$ cat config.mk
export PLATFORM = sky130hd
export DESIGN_NAME = bank_cfg_regs
export DESIGN_NICKNAME = d
export VERILOG_FILES = /design/src/include/bank_cfg_pkg.sv /design/src/design/bank_cfg_regs.sv /design/src/design/dll_ready_sync.sv /design/src/design/timing_word_reg.sv
export SDC_FILE = /design/constraint.sdc
export NUM_CORES = 1
export LEC_CHECK = 0
export BUFFER_PORTS_ARGS = -buffer_cell sky130_fd_sc_hd__clkbuf_2
export CORE_MARGIN = 4
export CORE_UTILIZATION = 46
export DETAILED_ROUTE_END_ITERATION = 6
export PLACE_DENSITY = 0.76
export SLEW_MARGIN = 15
export SYNTH_ARGS = -nofsm -noshare
export SYNTH_HDL_FRONTEND = slang
export SYNTH_SLANG_ARGS = --single-unit
export TNS_END_PERCENT = 50
$ cat constraint.sdc
create_clock -name pclk -period 1.4 [get_ports pclk]
set_input_delay 0.21 -clock pclk [delete_from_list [all_inputs] [get_ports pclk]]
set_output_delay 0.21 -clock pclk [all_outputs]
set_load 0.005 [all_outputs]
$ cat src/include/bank_cfg_pkg.sv
// package: register map, field layout and reset values of the bank config block
package bank_cfg_pkg;
  // register byte addresses
  localparam logic [11:0] status_addr   = 12'h004;
  localparam logic [11:0] bank_cfg_addr = 12'h008;
  localparam logic [11:0] timing1_addr  = 12'h00C;
  localparam logic [11:0] timing2_addr  = 12'h010;
  // status field
  localparam int ready_bit      = 2;
  // bank configuration fields
  localparam int drive_unlock_bit  = 23;
  localparam int res_hi_lsb        = 19;
  localparam int drive_bit         = 18;
  localparam int res_mid_lsb       = 16;
  localparam int timing_unlock_bit = 15;
  localparam int bus_width_bit     = 14;
  localparam int cas_lsb           = 9;
  localparam int bank_lsb          = 4;
  localparam int page_lsb          = 0;
  // reset values
  localparam logic [3:0]  res_hi_val   = 4'h2;
  localparam logic [1:0]  res_mid_val  = 2'h3;
  localparam logic [2:0]  cas_reset    = 3'h3;
  localparam logic [2:0]  bank_reset   = 3'h2;
  localparam logic [2:0]  page_reset   = 3'h2;
  localparam logic [31:0] timing_reset = 32'h0000_0000;

  typedef struct packed {
    logic       drive_unlock;
    logic       drive_weak;
    logic       timing_unlock;
    logic       bus_16;
    logic [2:0] cas_latency;
    logic [2:0] bank_code;
    logic [2:0] page_code;
  } bank_cfg_t;

  typedef struct packed {
    logic        wr;
    logic [31:0] data;
  } reg_write_t;
endpackage

$ cat src/design/bank_cfg_regs.sv
// Implementation choices: the APB slave port and the placing of the registers.
`timescale 1ns/100ps
module bank_cfg_regs (
  input  wire logic        pclk,          // controller clock
  input  wire logic        presetn,       // async reset, active low
  input  wire logic        psel,          // apb select
  input  wire logic        penable,       // apb access phase
  input  wire logic        pwrite,        // apb direction
  input  wire logic [11:0] paddr,         // apb byte address
  input  wire logic [31:0] pwdata,        // apb write data
  output logic [31:0]      prdata,        // apb read data
  output logic             pready,        // apb ready
  output logic             pslverr,       // apb error
  input  wire logic        dll_powered,   // dll powered up, async
  input  wire logic        dll_in_reset,  // dll held in reset, async
  input  wire logic        dll_locked,    // dll locked, async
  output logic             init_start,    // one-cycle init request
  output logic             drive_weak,    // memory drive strength
  output logic             bus_16,        // 16-bit data bus select
  output logic [2:0]       cas_latency,   // cas latency code
  output logic [2:0]       bank_code,     // internal bank code
  output logic [2:0]       page_code,     // page size code
  output logic [31:0]      timing_first,  // first timing word
  output logic [31:0]      timing_second  // second timing word
);
  bank_cfg_pkg::bank_cfg_t  cfg_q;
  bank_cfg_pkg::reg_write_t wr1;
  bank_cfg_pkg::reg_write_t wr2;
  logic        pwr_s;
  logic        rst_s;
  logic        lock_s;
  logic        ready_q;
  logic        access;
  logic        wr_cfg;
  logic        init_q;
  logic        field_chg;
  logic        drive_d;
  logic [31:0] cfg_word;

  assign access = psel && penable;
  assign wr_cfg = access && pwrite && (paddr == bank_cfg_pkg::bank_cfg_addr);
  assign pready = 1'b1;
  assign pslverr = 1'b0;

  dll_ready_sync u_pwr (.pclk(pclk), .presetn(presetn),
    .din(dll_powered), .dout(pwr_s));
  dll_ready_sync u_rst (.pclk(pclk), .presetn(presetn),
    .din(dll_in_reset), .dout(rst_s));
  dll_ready_sync u_lck (.pclk(pclk), .presetn(presetn),
    .din(dll_locked), .dout(lock_s));

  always_ff @(posedge pclk or negedge presetn)
    if (!presetn)
      ready_q <= 1'b0;
    else
      ready_q <= pwr_s && !rst_s && lock_s;

  // drive bit follows the write only while the stored unlock is set
  assign drive_d = cfg_q.drive_unlock ?
                   pwdata[bank_cfg_pkg::drive_bit] : cfg_q.drive_weak;

  assign field_chg =
    (drive_d != cfg_q.drive_weak) ||
    (pwdata[bank_cfg_pkg::cas_lsb +: 3] != cfg_q.cas_latency) ||
    (pwdata[bank_cfg_pkg::bank_lsb +: 3] != cfg_q.bank_code) ||
    (pwdata[bank_cfg_pkg::page_lsb +: 3] != cfg_q.page_code);

  always_ff @(posedge pclk or negedge presetn)
    if (!presetn)
    begin
      cfg_q.drive_unlock  <= 1'b0;
      cfg_q.drive_weak    <= 1'b0;
      cfg_q.timing_unlock <= 1'b0;
      cfg_q.bus_16        <= 1'b0;
      cfg_q.cas_latency   <= bank_cfg_pkg::cas_reset;
      cfg_q.bank_code     <= bank_cfg_pkg::bank_reset;
      cfg_q.page_code     <= bank_cfg_pkg::page_reset;
    end
    else if (wr_cfg)
    begin
      cfg_q.drive_unlock  <= pwdata[bank_cfg_pkg::drive_unlock_bit];
      cfg_q.drive_weak    <= drive_d;
      cfg_q.timing_unlock <= pwdata[bank_cfg_pkg::timing_unlock_bit];
      cfg_q.bus_16        <= pwdata[bank_cfg_pkg::bus_width_bit];
      cfg_q.cas_latency   <= pwdata[bank_cfg_pkg::cas_lsb +: 3];
      cfg_q.bank_code     <= pwdata[bank_cfg_pkg::bank_lsb +: 3];
      cfg_q.page_code     <= pwdata[bank_cfg_pkg::page_lsb +: 3];
    end

  // init pulse on a write that updates any of the four fields
  always_ff @(posedge pclk or negedge presetn)
    if (!presetn)
      init_q <= 1'b0;
    else
      init_q <= wr_cfg && field_chg;
  assign init_start = init_q;

  assign drive_weak  = cfg_q.drive_weak;
  assign bus_16      = cfg_q.bus_16;
  assign cas_latency = cfg_q.cas_latency;
  assign bank_code   = cfg_q.bank_code;
  assign page_code   = cfg_q.page_code;

  assign wr1.wr   = access && pwrite && (paddr == bank_cfg_pkg::timing1_addr);
  assign wr1.data = pwdata;
  assign wr2.wr   = access && pwrite && (paddr == bank_cfg_pkg::timing2_addr);
  assign wr2.data = pwdata;

  timing_word_reg u_t1 (.pclk(pclk), .presetn(presetn),
    .unlock(cfg_q.timing_unlock), .wreq(wr1), .value(timing_first));
  timing_word_reg u_t2 (.pclk(pclk), .presetn(presetn),
    .unlock(cfg_q.timing_unlock), .wreq(wr2), .value(timing_second));

  always_comb
  begin
    cfg_word = 32'h0000_0000;
    cfg_word[bank_cfg_pkg::drive_unlock_bit]  = cfg_q.drive_unlock;
    cfg_word[bank_cfg_pkg::res_hi_lsb +: 4]   = bank_cfg_pkg::res_hi_val;
    cfg_word[bank_cfg_pkg::drive_bit]         = cfg_q.drive_weak;
    cfg_word[bank_cfg_pkg::res_mid_lsb +: 2]  = bank_cfg_pkg::res_mid_val;
    cfg_word[bank_cfg_pkg::timing_unlock_bit] = cfg_q.timing_unlock;
    cfg_word[bank_cfg_pkg::bus_width_bit]     = cfg_q.bus_16;
    cfg_word[bank_cfg_pkg::cas_lsb +: 3]      = cfg_q.cas_latency;
    cfg_word[bank_cfg_pkg::bank_lsb +: 3]     = cfg_q.bank_code;
    cfg_word[bank_cfg_pkg::page_lsb +: 3]     = cfg_q.page_code;
  end

  // registered read data, taken in the setup cycle
  always_ff @(posedge pclk or negedge presetn)
    if (!presetn)
      prdata <= 32'h0000_0000;
    else if (psel && !penable && !pwrite)
      unique case (paddr)
        bank_cfg_pkg::status_addr:
          prdata <= {29'h0, ready_q, 2'h0};
        bank_cfg_pkg::bank_cfg_addr: prdata <= cfg_word;
        bank_cfg_pkg::timing1_addr:  prdata <= timing_first;
        bank_cfg_pkg::timing2_addr:  prdata <= timing_second;
        default:                     prdata <= 32'h0000_0000;
      endcase

  a_ready_follows: assert property (@(posedge pclk) disable iff (!presetn)
    ready_q == $past(pwr_s && !rst_s && lock_s))
    else $error("ready bit does not track dll state");

  a_init_pulse: assert property (@(posedge pclk) disable iff (!presetn)
    wr_cfg && field_chg |=> init_start ##1 !init_start)
    else $error("missing one-cycle init pulse");

  a_drive_locked: assert property (@(posedge pclk) disable iff (!presetn)
    !cfg_q.drive_unlock |=> $stable(cfg_q.drive_weak))
    else $error("drive strength changed while locked");

  a_drive_unlocked: assert property (@(posedge pclk) disable iff (!presetn)
    wr_cfg && cfg_q.drive_unlock
    |=> drive_weak == $past(pwdata[18]))
    else $error("drive strength write lost");

  a_bus_width: assert property (@(posedge pclk) disable iff (!presetn)
    wr_cfg |=> bus_16 == $past(pwdata[14]))
    else $error("bus width not stored");

  a_cas_field: assert property (@(posedge pclk) disable iff (!presetn)
    wr_cfg |=> cas_latency == $past(pwdata[11:9]))
    else $error("cas latency not stored");

  a_bank_page: assert property (@(posedge pclk) disable iff (!presetn)
    wr_cfg |=> bank_code == $past(pwdata[6:4])
           && page_code == $past(pwdata[2:0]))
    else $error("bank or page code not stored");

  a_timing_gate: assert property (@(posedge pclk) disable iff (!presetn)
    wr1.wr && cfg_q.timing_unlock |=> timing_first == $past(pwdata))
    else $error("unlocked timing write lost");

  a_status_zero: assert property (@(posedge pclk) disable iff (!presetn)
    psel && !penable && !pwrite && paddr == bank_cfg_pkg::status_addr
    |=> prdata[31:3] == 29'h0 && prdata[1:0] == 2'h0)
    else $error("status reserved bits not zero");
endmodule

$ cat src/design/dll_ready_sync.sv
// three-flop synchroniser with agreement filter for the dll status inputs
`timescale 1ns/100ps
module dll_ready_sync (
  input  wire logic pclk,    // controller clock
  input  wire logic presetn, // async reset, active low
  input  wire logic din,     // asynchronous level
  output logic      dout     // filtered level
);
  logic s1_q;
  logic s2_q;
  logic s3_q;

  always_ff @(posedge pclk or negedge presetn)
    if (!presetn)
    begin
      s1_q <= 1'b0;
      s2_q <= 1'b0;
      s3_q <= 1'b0;
    end
    else
    begin
      s1_q <= din;
      s2_q <= s1_q;
      s3_q <= s2_q;
    end

  // a change counts once the last two stages agree
  always_ff @(posedge pclk or negedge presetn)
    if (!presetn)
      dout <= 1'b0;
    else if (s2_q == s3_q)
      dout <= s3_q;
endmodule

$ cat src/design/timing_word_reg.sv
// one lockable 32-bit timing register
`timescale 1ns/100ps
module timing_word_reg (
  input  wire logic        pclk,    // controller clock
  input  wire logic        presetn, // async reset, active low
  input  wire logic        unlock,  // write permission
  input  bank_cfg_pkg::reg_write_t wreq, // write strobe and data
  output logic [31:0]      value    // stored word
);
  // a locked write is dropped without any other effect
  always_ff @(posedge pclk or negedge presetn)
    if (!presetn)
      value <= bank_cfg_pkg::timing_reset;
    else if (wreq.wr && unlock)
      value <= wreq.data;

  a_locked_hold: assert property (@(posedge pclk) disable iff (!presetn)
    wreq.wr && !unlock |=> $stable(value))
    else $error("timing word changed while locked");
endmodule

==> results.yml, run 1 <==
yosys:
  yosysUniqueCellTypes: 37
  syn_nets: 454
  netlist_instances: 402
  async_reset_ff_share_pct: 100
  ys.flop_type: "dfrtp_1"
  synth_edf_count: 0
  ys_seq_elements: 123
  yosysWarnings: 0
  syn_area_um2: 5190
  avgSynthCellArea_um2: 12.9
  yosysSeqAreaShare_pct: 59.4
clocking:
  cts_max_path_buffers: 2
  cts_root_buf: "clkbuf_16"
  clk_latency_ns: 0.40
  htreeDepth: 4
  clock_sinks: 123
  cts_tree: "built"
  numCtsBuffers: 17
  clk_pin_slew_ns: 0.06
die:
  rows: 38
  start_util_pct: 47.4
  coreArea_um2: 10900
  die_w_um: 114
  pin_count: 162
  die_h_um: 114
  dieArea_um2: 13000
final_layout:
  regArea_um2: 3080
  nNetsFinal: 653
  fin_area_um2: 7430
  num-fill-cells: 786
  antenna_cells: 0
  area_growth_pct: 43.2
  multiInputGateArea_um2: 2180
  mostFrequentLayoutCell: "clkbuf_2"
  final_cell_mix: "clkbuf_2, dfrtp_1, mux2_4"
  layout-drive-gt1-share_pct: 53.0
sta:
  holdWs_ns: 0.0587
  setup_violations: 65
  hold_viol: 0
  drv_slew: 0
  skew_ns: 0.00577
  setup_ws_ns: -0.233
  max_freq_mhz: 612
  post-route-min-period_ns: 1.63
  fin_crit_sh_pct: 117
  rsz0062_at_grt: "true"
  tns_ns: -12.64
drt:
  drtPass1Iterations: 4
  drcViolationCount: 0
  first_iter_violations: 258
  drt-vias-per-instance: 5.32
  postRouteAntennaNets: 0
  wl_per_cell_um: 19.4
  routed_wl_um: 14600
  via_count: 4003
power_and_ir_drop:
  pwr-share-comb_pct: 4.6
  switchingPower_mw: 1.75
  power.share.clock_pct: 51.8
  power.density_nw_per_um2: 1110
  p_sw_share_pct: 21.2
  total_power_mw: 8.24
  seq_power_share_pct: 43.6
  ir_drop_mv: 0.686
  p_leak_nw: 3.77
  p_int_mw: 6.49
global_routing:
  grt_pass1_wl_um: 23100
  grt_pass1_vias: 4225
  grt_max_degree: 48
  overflow: 0
  antenna_found_initial: 0
  groute.usage.overall_pct: 23.0
worst_setup_path:
  cp_data_required_time_ns: 1.69
  startpoint_type: "flip-flop"
  worst_setup_path_end_kind: "flip-flop"
  reg2reg_to: "u_t1.value[13]"
  r2r-start: "cfg_q[10]"
  r2r_slack_ns: -0.23
  critPathArrivalTime_ns: 1.92
  reg2reg_depth: 6
  setup.worst_path.class: "reg -> reg"
  crit_path_max_fanout: 7
outcome:
  violations: "setup timing"
  status: "complete, but fails checks"
placement:
  gp_congestion: 0.803
  port_buffers: 159
  place_area_um2: 6590
  dp_hpwl_um: 9730
  place_ws_ns: -0.430
min_path:
  min_path_cells: 2
  hold_path_class: "in -> reg"
  hold-path-endpoint: "u_t1.value[26]"
  hp-start: "pwdata[26]"
job:
  maxCapViolCount: 0
cells in the mapped netlist (2+ instances only):
| cell type | count | share of area, % |
|---|---|---|
| o21ai_1 | 2 | 0.19 |
| nor2_1 | 16 | 1.2 |
| buf_4 | 12 | 1.7 |
| mux2_1 | 9 | 2.0 |
| dfstp_2 | 4 | 2.0 |
| nand2b_1 | 2 | 0.24 |
| buf_6 | 7 | 1.5 |
| a21oi_1 | 16 | 1.5 |
| o21ai_0 | 30 | 2.9 |
| xnor2_1 | 4 | 0.68 |
| mux2_2 | 68 | 15 |
| nand2_1 | 36 | 2.6 |
| nand4_1 | 2 | 0.24 |
| buf_2 | 2 | 0.19 |
| dfrtp_1 | 119 | 57 |
| nor4_4 | 2 | 0.82 |
| o21a_1 | 3 | 0.43 |
| maj3_1 | 3 | 0.58 |
| conb_1 | 2 | 0.14 |
| mux2i_1 | 12 | 2.3 |
| a22oi_1 | 16 | 2.3 |
| clkbuf_1 | 12 | 0.87 |
| xor2_1 | 7 | 1.2 |
| nor3_1 | 3 | 0.29 |
registers in the layout, summed over array words and instances (netlist names):
register,count
prdata,32
u_t1.value,32
u_t2.value,32
bank_code,3
cas_latency,3
page_code,3
cfg_q,2
bus_16,1
drive_weak,1
init_start,1
ready_q,1
u_lck.dout,1
u_lck.s1_q,1
u_lck.s2_q,1
u_lck.s3_q,1
u_pwr.dout,1
u_pwr.s1_q,1
u_pwr.s2_q,1
u_pwr.s3_q,1
u_rst.dout,1
u_rst.s1_q,1
u_rst.s2_q,1
u_rst.s3_q,1
worst max-delay path, cell delays in order, from the launching register on:
cell and delay [ns]:
dfrtp_1 0.36, nand4_1 0.12, buf_4 0.16, nor4_4 0.19, buf_4 0.21, clkbuf_16 0.17
mux2_4 0.30
power groups by stage:
stage	Sequential [mW]	Combinational, mW	Clock (mW)
finish	3.60	0.376	4.27
global route	3.60	0.413	4.51
CTS	3.59	0.378	4.32
detailed placement	3.66	0.365	0
global placement	3.66	0.354	0
floorplan	3.65	0.106	0
layout make-up:
type | instances | area share (%)
clock buffers | 21 | 5.93
repair buffers | 213 | 19.2
clock inverters | 10 | 1.68
flip-flops and latches | 123 | 41.5
multi-input cells | 245 | 29.3
inverters | 1 | 0.0505
well taps | 140 | 2.36
repair_timing:
item / 4_1_cts / 5_1_grt
pin swaps: 3 / 1
buffers inserted: 6 / 1
endpoints found under the hold margin: 20 / 0
endpoints found under the setup margin: 64 / 94
hold buffers: 4 / 0
resized for setup: 13 / 15
cloned: 2 / 2
worst max path at each step:
| stage | startpoint | endpoint | slack [ns] | cells past startpoint |
|---|---|---|---|---|
| 4_1_cts | cfg_q[10] | u_t1.value[21] | -0.21 | 6 |
| 6_report | cfg_q[10] | u_t1.value[13] | -0.23 | 6 |
| 3_3_place_gp | paddr[8] | page_code[2] | -0.40 | 6 |
| 2_1_floorplan | paddr[8] | bank_code[0] | -0.27 | 5 |
| 3_5_place_dp | paddr[8] | u_t1.value[7] | -0.43 | 7 |
| 5_1_grt | cfg_q[10] | u_t1.value[13] | -0.30 | 6 |
through the flow:
stage                     util, %  instances
after floorplan                 -        402
after global placement       60.2        708
after detailed placement     60.2        708
after CTS                    67.0        750
after global routing         67.9        753
final                        67.9        753
kinds of logic (layout without fill, tap and decap cells):
kind of cell    count (synthesis)  count (layout)  share of synthesized area, %
compound gates                 70              70                          7.84
xor+xnor                       11              11                          1.86
fa+ha+maj                       3               3                         0.579
buf+inv                        34             245                          4.39
flops                         123             123                          59.4
mux                            89              89                          19.0
other cells                     2               2                         0.145
simple gates                   70              70                          6.73
per-layer routing:
layer / up-vias / track usage, % / wire length (µm)
met5: - / 0 / 0
met4: 0 / 6.10 / 146
met3: 10 / 5.87 / 956
met2: 159 / 37.8 / 7270
met1: 2038 / 30.5 / 6250
li1: 1796 / - / -
Note: power is estimated with default switching activity, not from simulation.
==> run 2: changes to the inputs <==
HOLD_SLACK_MARGIN = 0.15   (was default)
==> run 2 against run 1 <==
The flow still finishes with violations (setup timing). Sequential cell count unchanged. Critical endpoint is now u_t1.value[26]. Die area did not move. Maximum frequency decreased by 0.14%.
==> results.yml, run 2 (synthesis gave the netlist of run 1 again) <==
die:
  rows: 38
  die_w_um: 114
  dieArea_um2: 13000
  coreArea_um2: 10900
  die_h_um: 114
  start_util_pct: 47.4
  pin_count: 162
global_routing:
  grt_pass1_wl_um: 23900
  grt_max_degree: 48
  grt_pass1_vias: 4423
  groute.usage.overall_pct: 23.7
  antenna_found_initial: 0
  overflow: 0
sta:
  rsz0062_at_grt: "true"
  drv_slew: 0
  post-route-min-period_ns: 1.63
  max_freq_mhz: 612
  hold_viol: 0
  skew_ns: 0.00873
  holdWs_ns: 0.243
  fin_crit_sh_pct: 117
  setup_violations: 65
  setup_ws_ns: -0.235
worst_setup_path:
  reg2reg_depth: 6
  crit_path_max_fanout: 7
  startpoint_type: "flip-flop"
  worst_setup_path_end_kind: "flip-flop"
  critPathArrivalTime_ns: 1.93
  slowest_stage: "dfrtp_1"
  cp_data_required_time_ns: 1.69
  r2r_slack_ns: -0.23
  cp_top_family: "buffers and inverters"
  cp_cell_sequence: "nand4_1 -> buf_4 -> nor4_4 -> buf_4 -> clkbuf_16 -> mux2_4"
  setup.worst_path.class: "reg -> reg"
  crit_buf_inv: 3
  reg2reg_to: "u_t1.value[26]"
  r2r-start: "cfg_q[10]"
  slowest_delay_ns: 0.36
  worst_path_most_repeated_cell: "buf_4"
  crit_start: "cfg_q[10]"
power_and_ir_drop:
  ir_drop_mv: 0.698
  p_leak_nw: 3.90
  power.density_nw_per_um2: 1070
  total_power_mw: 8.31
final_layout:
  finalCoreUtilization_pct: 70.8
  area_growth_pct: 49.3
  num-fill-cells: 745
  reg_top3: "prdata x32, u_t1.value x32, u_t2.value x32"
  mostFrequentLayoutCell: "clkbuf_2"
  antenna_cells: 0
  final_cell_mix: "clkbuf_2, dfrtp_1, mux2_4"
  multiInputGateArea_um2: 2180
  regArea_um2: 3080
  nNetsFinal: 685
  layout-drive-gt1-share_pct: 50.4
drt:
  drtPass1Iterations: 6
  postRouteAntennaNets: 0
  drt-vias-per-instance: 5.26
  first_iter_violations: 292
  routed_wl_um: 15000
  wl_per_cell_um: 19.1
  via_count: 4133
  drcViolationCount: 0
outcome:
  violations: "setup timing"
  status: "complete, but fails checks"
clocking:
  htreeDepth: 4
  clk_pin_slew_ns: 0.06
  cts_max_path_buffers: 2
  cts_tree: "built"
  cts_root_buf: "clkbuf_16"
  clock_sinks: 123
  numCtsBuffers: 17
  clk_latency_ns: 0.41
placement:
  gp_congestion: 0.803
  place_ws_ns: -0.430
  port_buffers: 159
  dp_hpwl_um: 9730
job:
  maxCapViolCount: 0
min_path:
  hold_path_class: "in -> async"
[run 2: how the worst max path moves through the flow]
stage | endpoint | slack [ns] | cells past startpoint
6_report | u_t1.value[26] | -0.23 | 6
5_1_grt | u_t1.value[26] | -0.30 | 6
4_1_cts | u_t1.value[21] | -0.21 | 6
3_5_place_dp | u_t1.value[7] | -0.43 | 7
3_3_place_gp | page_code[2] | -0.40 | 6
2_1_floorplan | bank_code[0] | -0.27 | 5
[run 2: cell type report]
cell class                 instances  share of cell area, %
tap                              140                   2.26
timing repair buffer             245                   22.5
clock inverter                    10                   1.62
sequential                       123                   39.8
inverter                           1                 0.0485
clock buffer                      21                   5.69
multi-input combinational        245                   28.1
[run 2: timing repair]
item                                    in CTS  in global routing
hold buffers                                36                  0
pin swaps                                    3                  1
hold endpoints to repair                   199                  0
setup buffers                                6                  1
cloned                                       2                  2
resized for setup                           13                 15
endpoints found under the setup margin      64                 94
[run 2: worst register-to-register path: cells and delay by family, from the launching register on]
family,cells,cell delay (ns)
buffers and inverters,3,0.54
flip-flops,1,0.36
multiplexers,1,0.31
AND/OR/NAND/NOR,2,0.31
[run 2: routing by layer]
| metal | global-route usage, % | wire length [µm] | share of wire [%] |
|---|---|---|---|
| met5 | 0 | 0 | 0 |
| met4 | 6.73 | 180 | 1.2 |
| met3 | 6.08 | 866 | 5.8 |
| met2 | 39.7 | 7570 | 50 |
| met1 | 30.7 | 6380 | 43 |
[run 2: power by group]
group          internal, mW  leakage [nW]  total, mW  switching [mW]
Sequential             3.58          1.68       3.60          0.0114
Clock                  2.76         0.284       4.27            1.51
Combinational         0.202          1.94      0.448           0.247
[run 2: metrics by stage]
stage	instance area [µm²]	instances	setup TNS, ns
4_1_cts	7650	782	-10.27
6_report	7740	785	-12.55
3_3_place_gp	6590	708	-37.34
3_5_place_dp	6590	708	-39.76
2_1_floorplan	5440	402	-20.23
5_1_grt	7740	785	-17.20
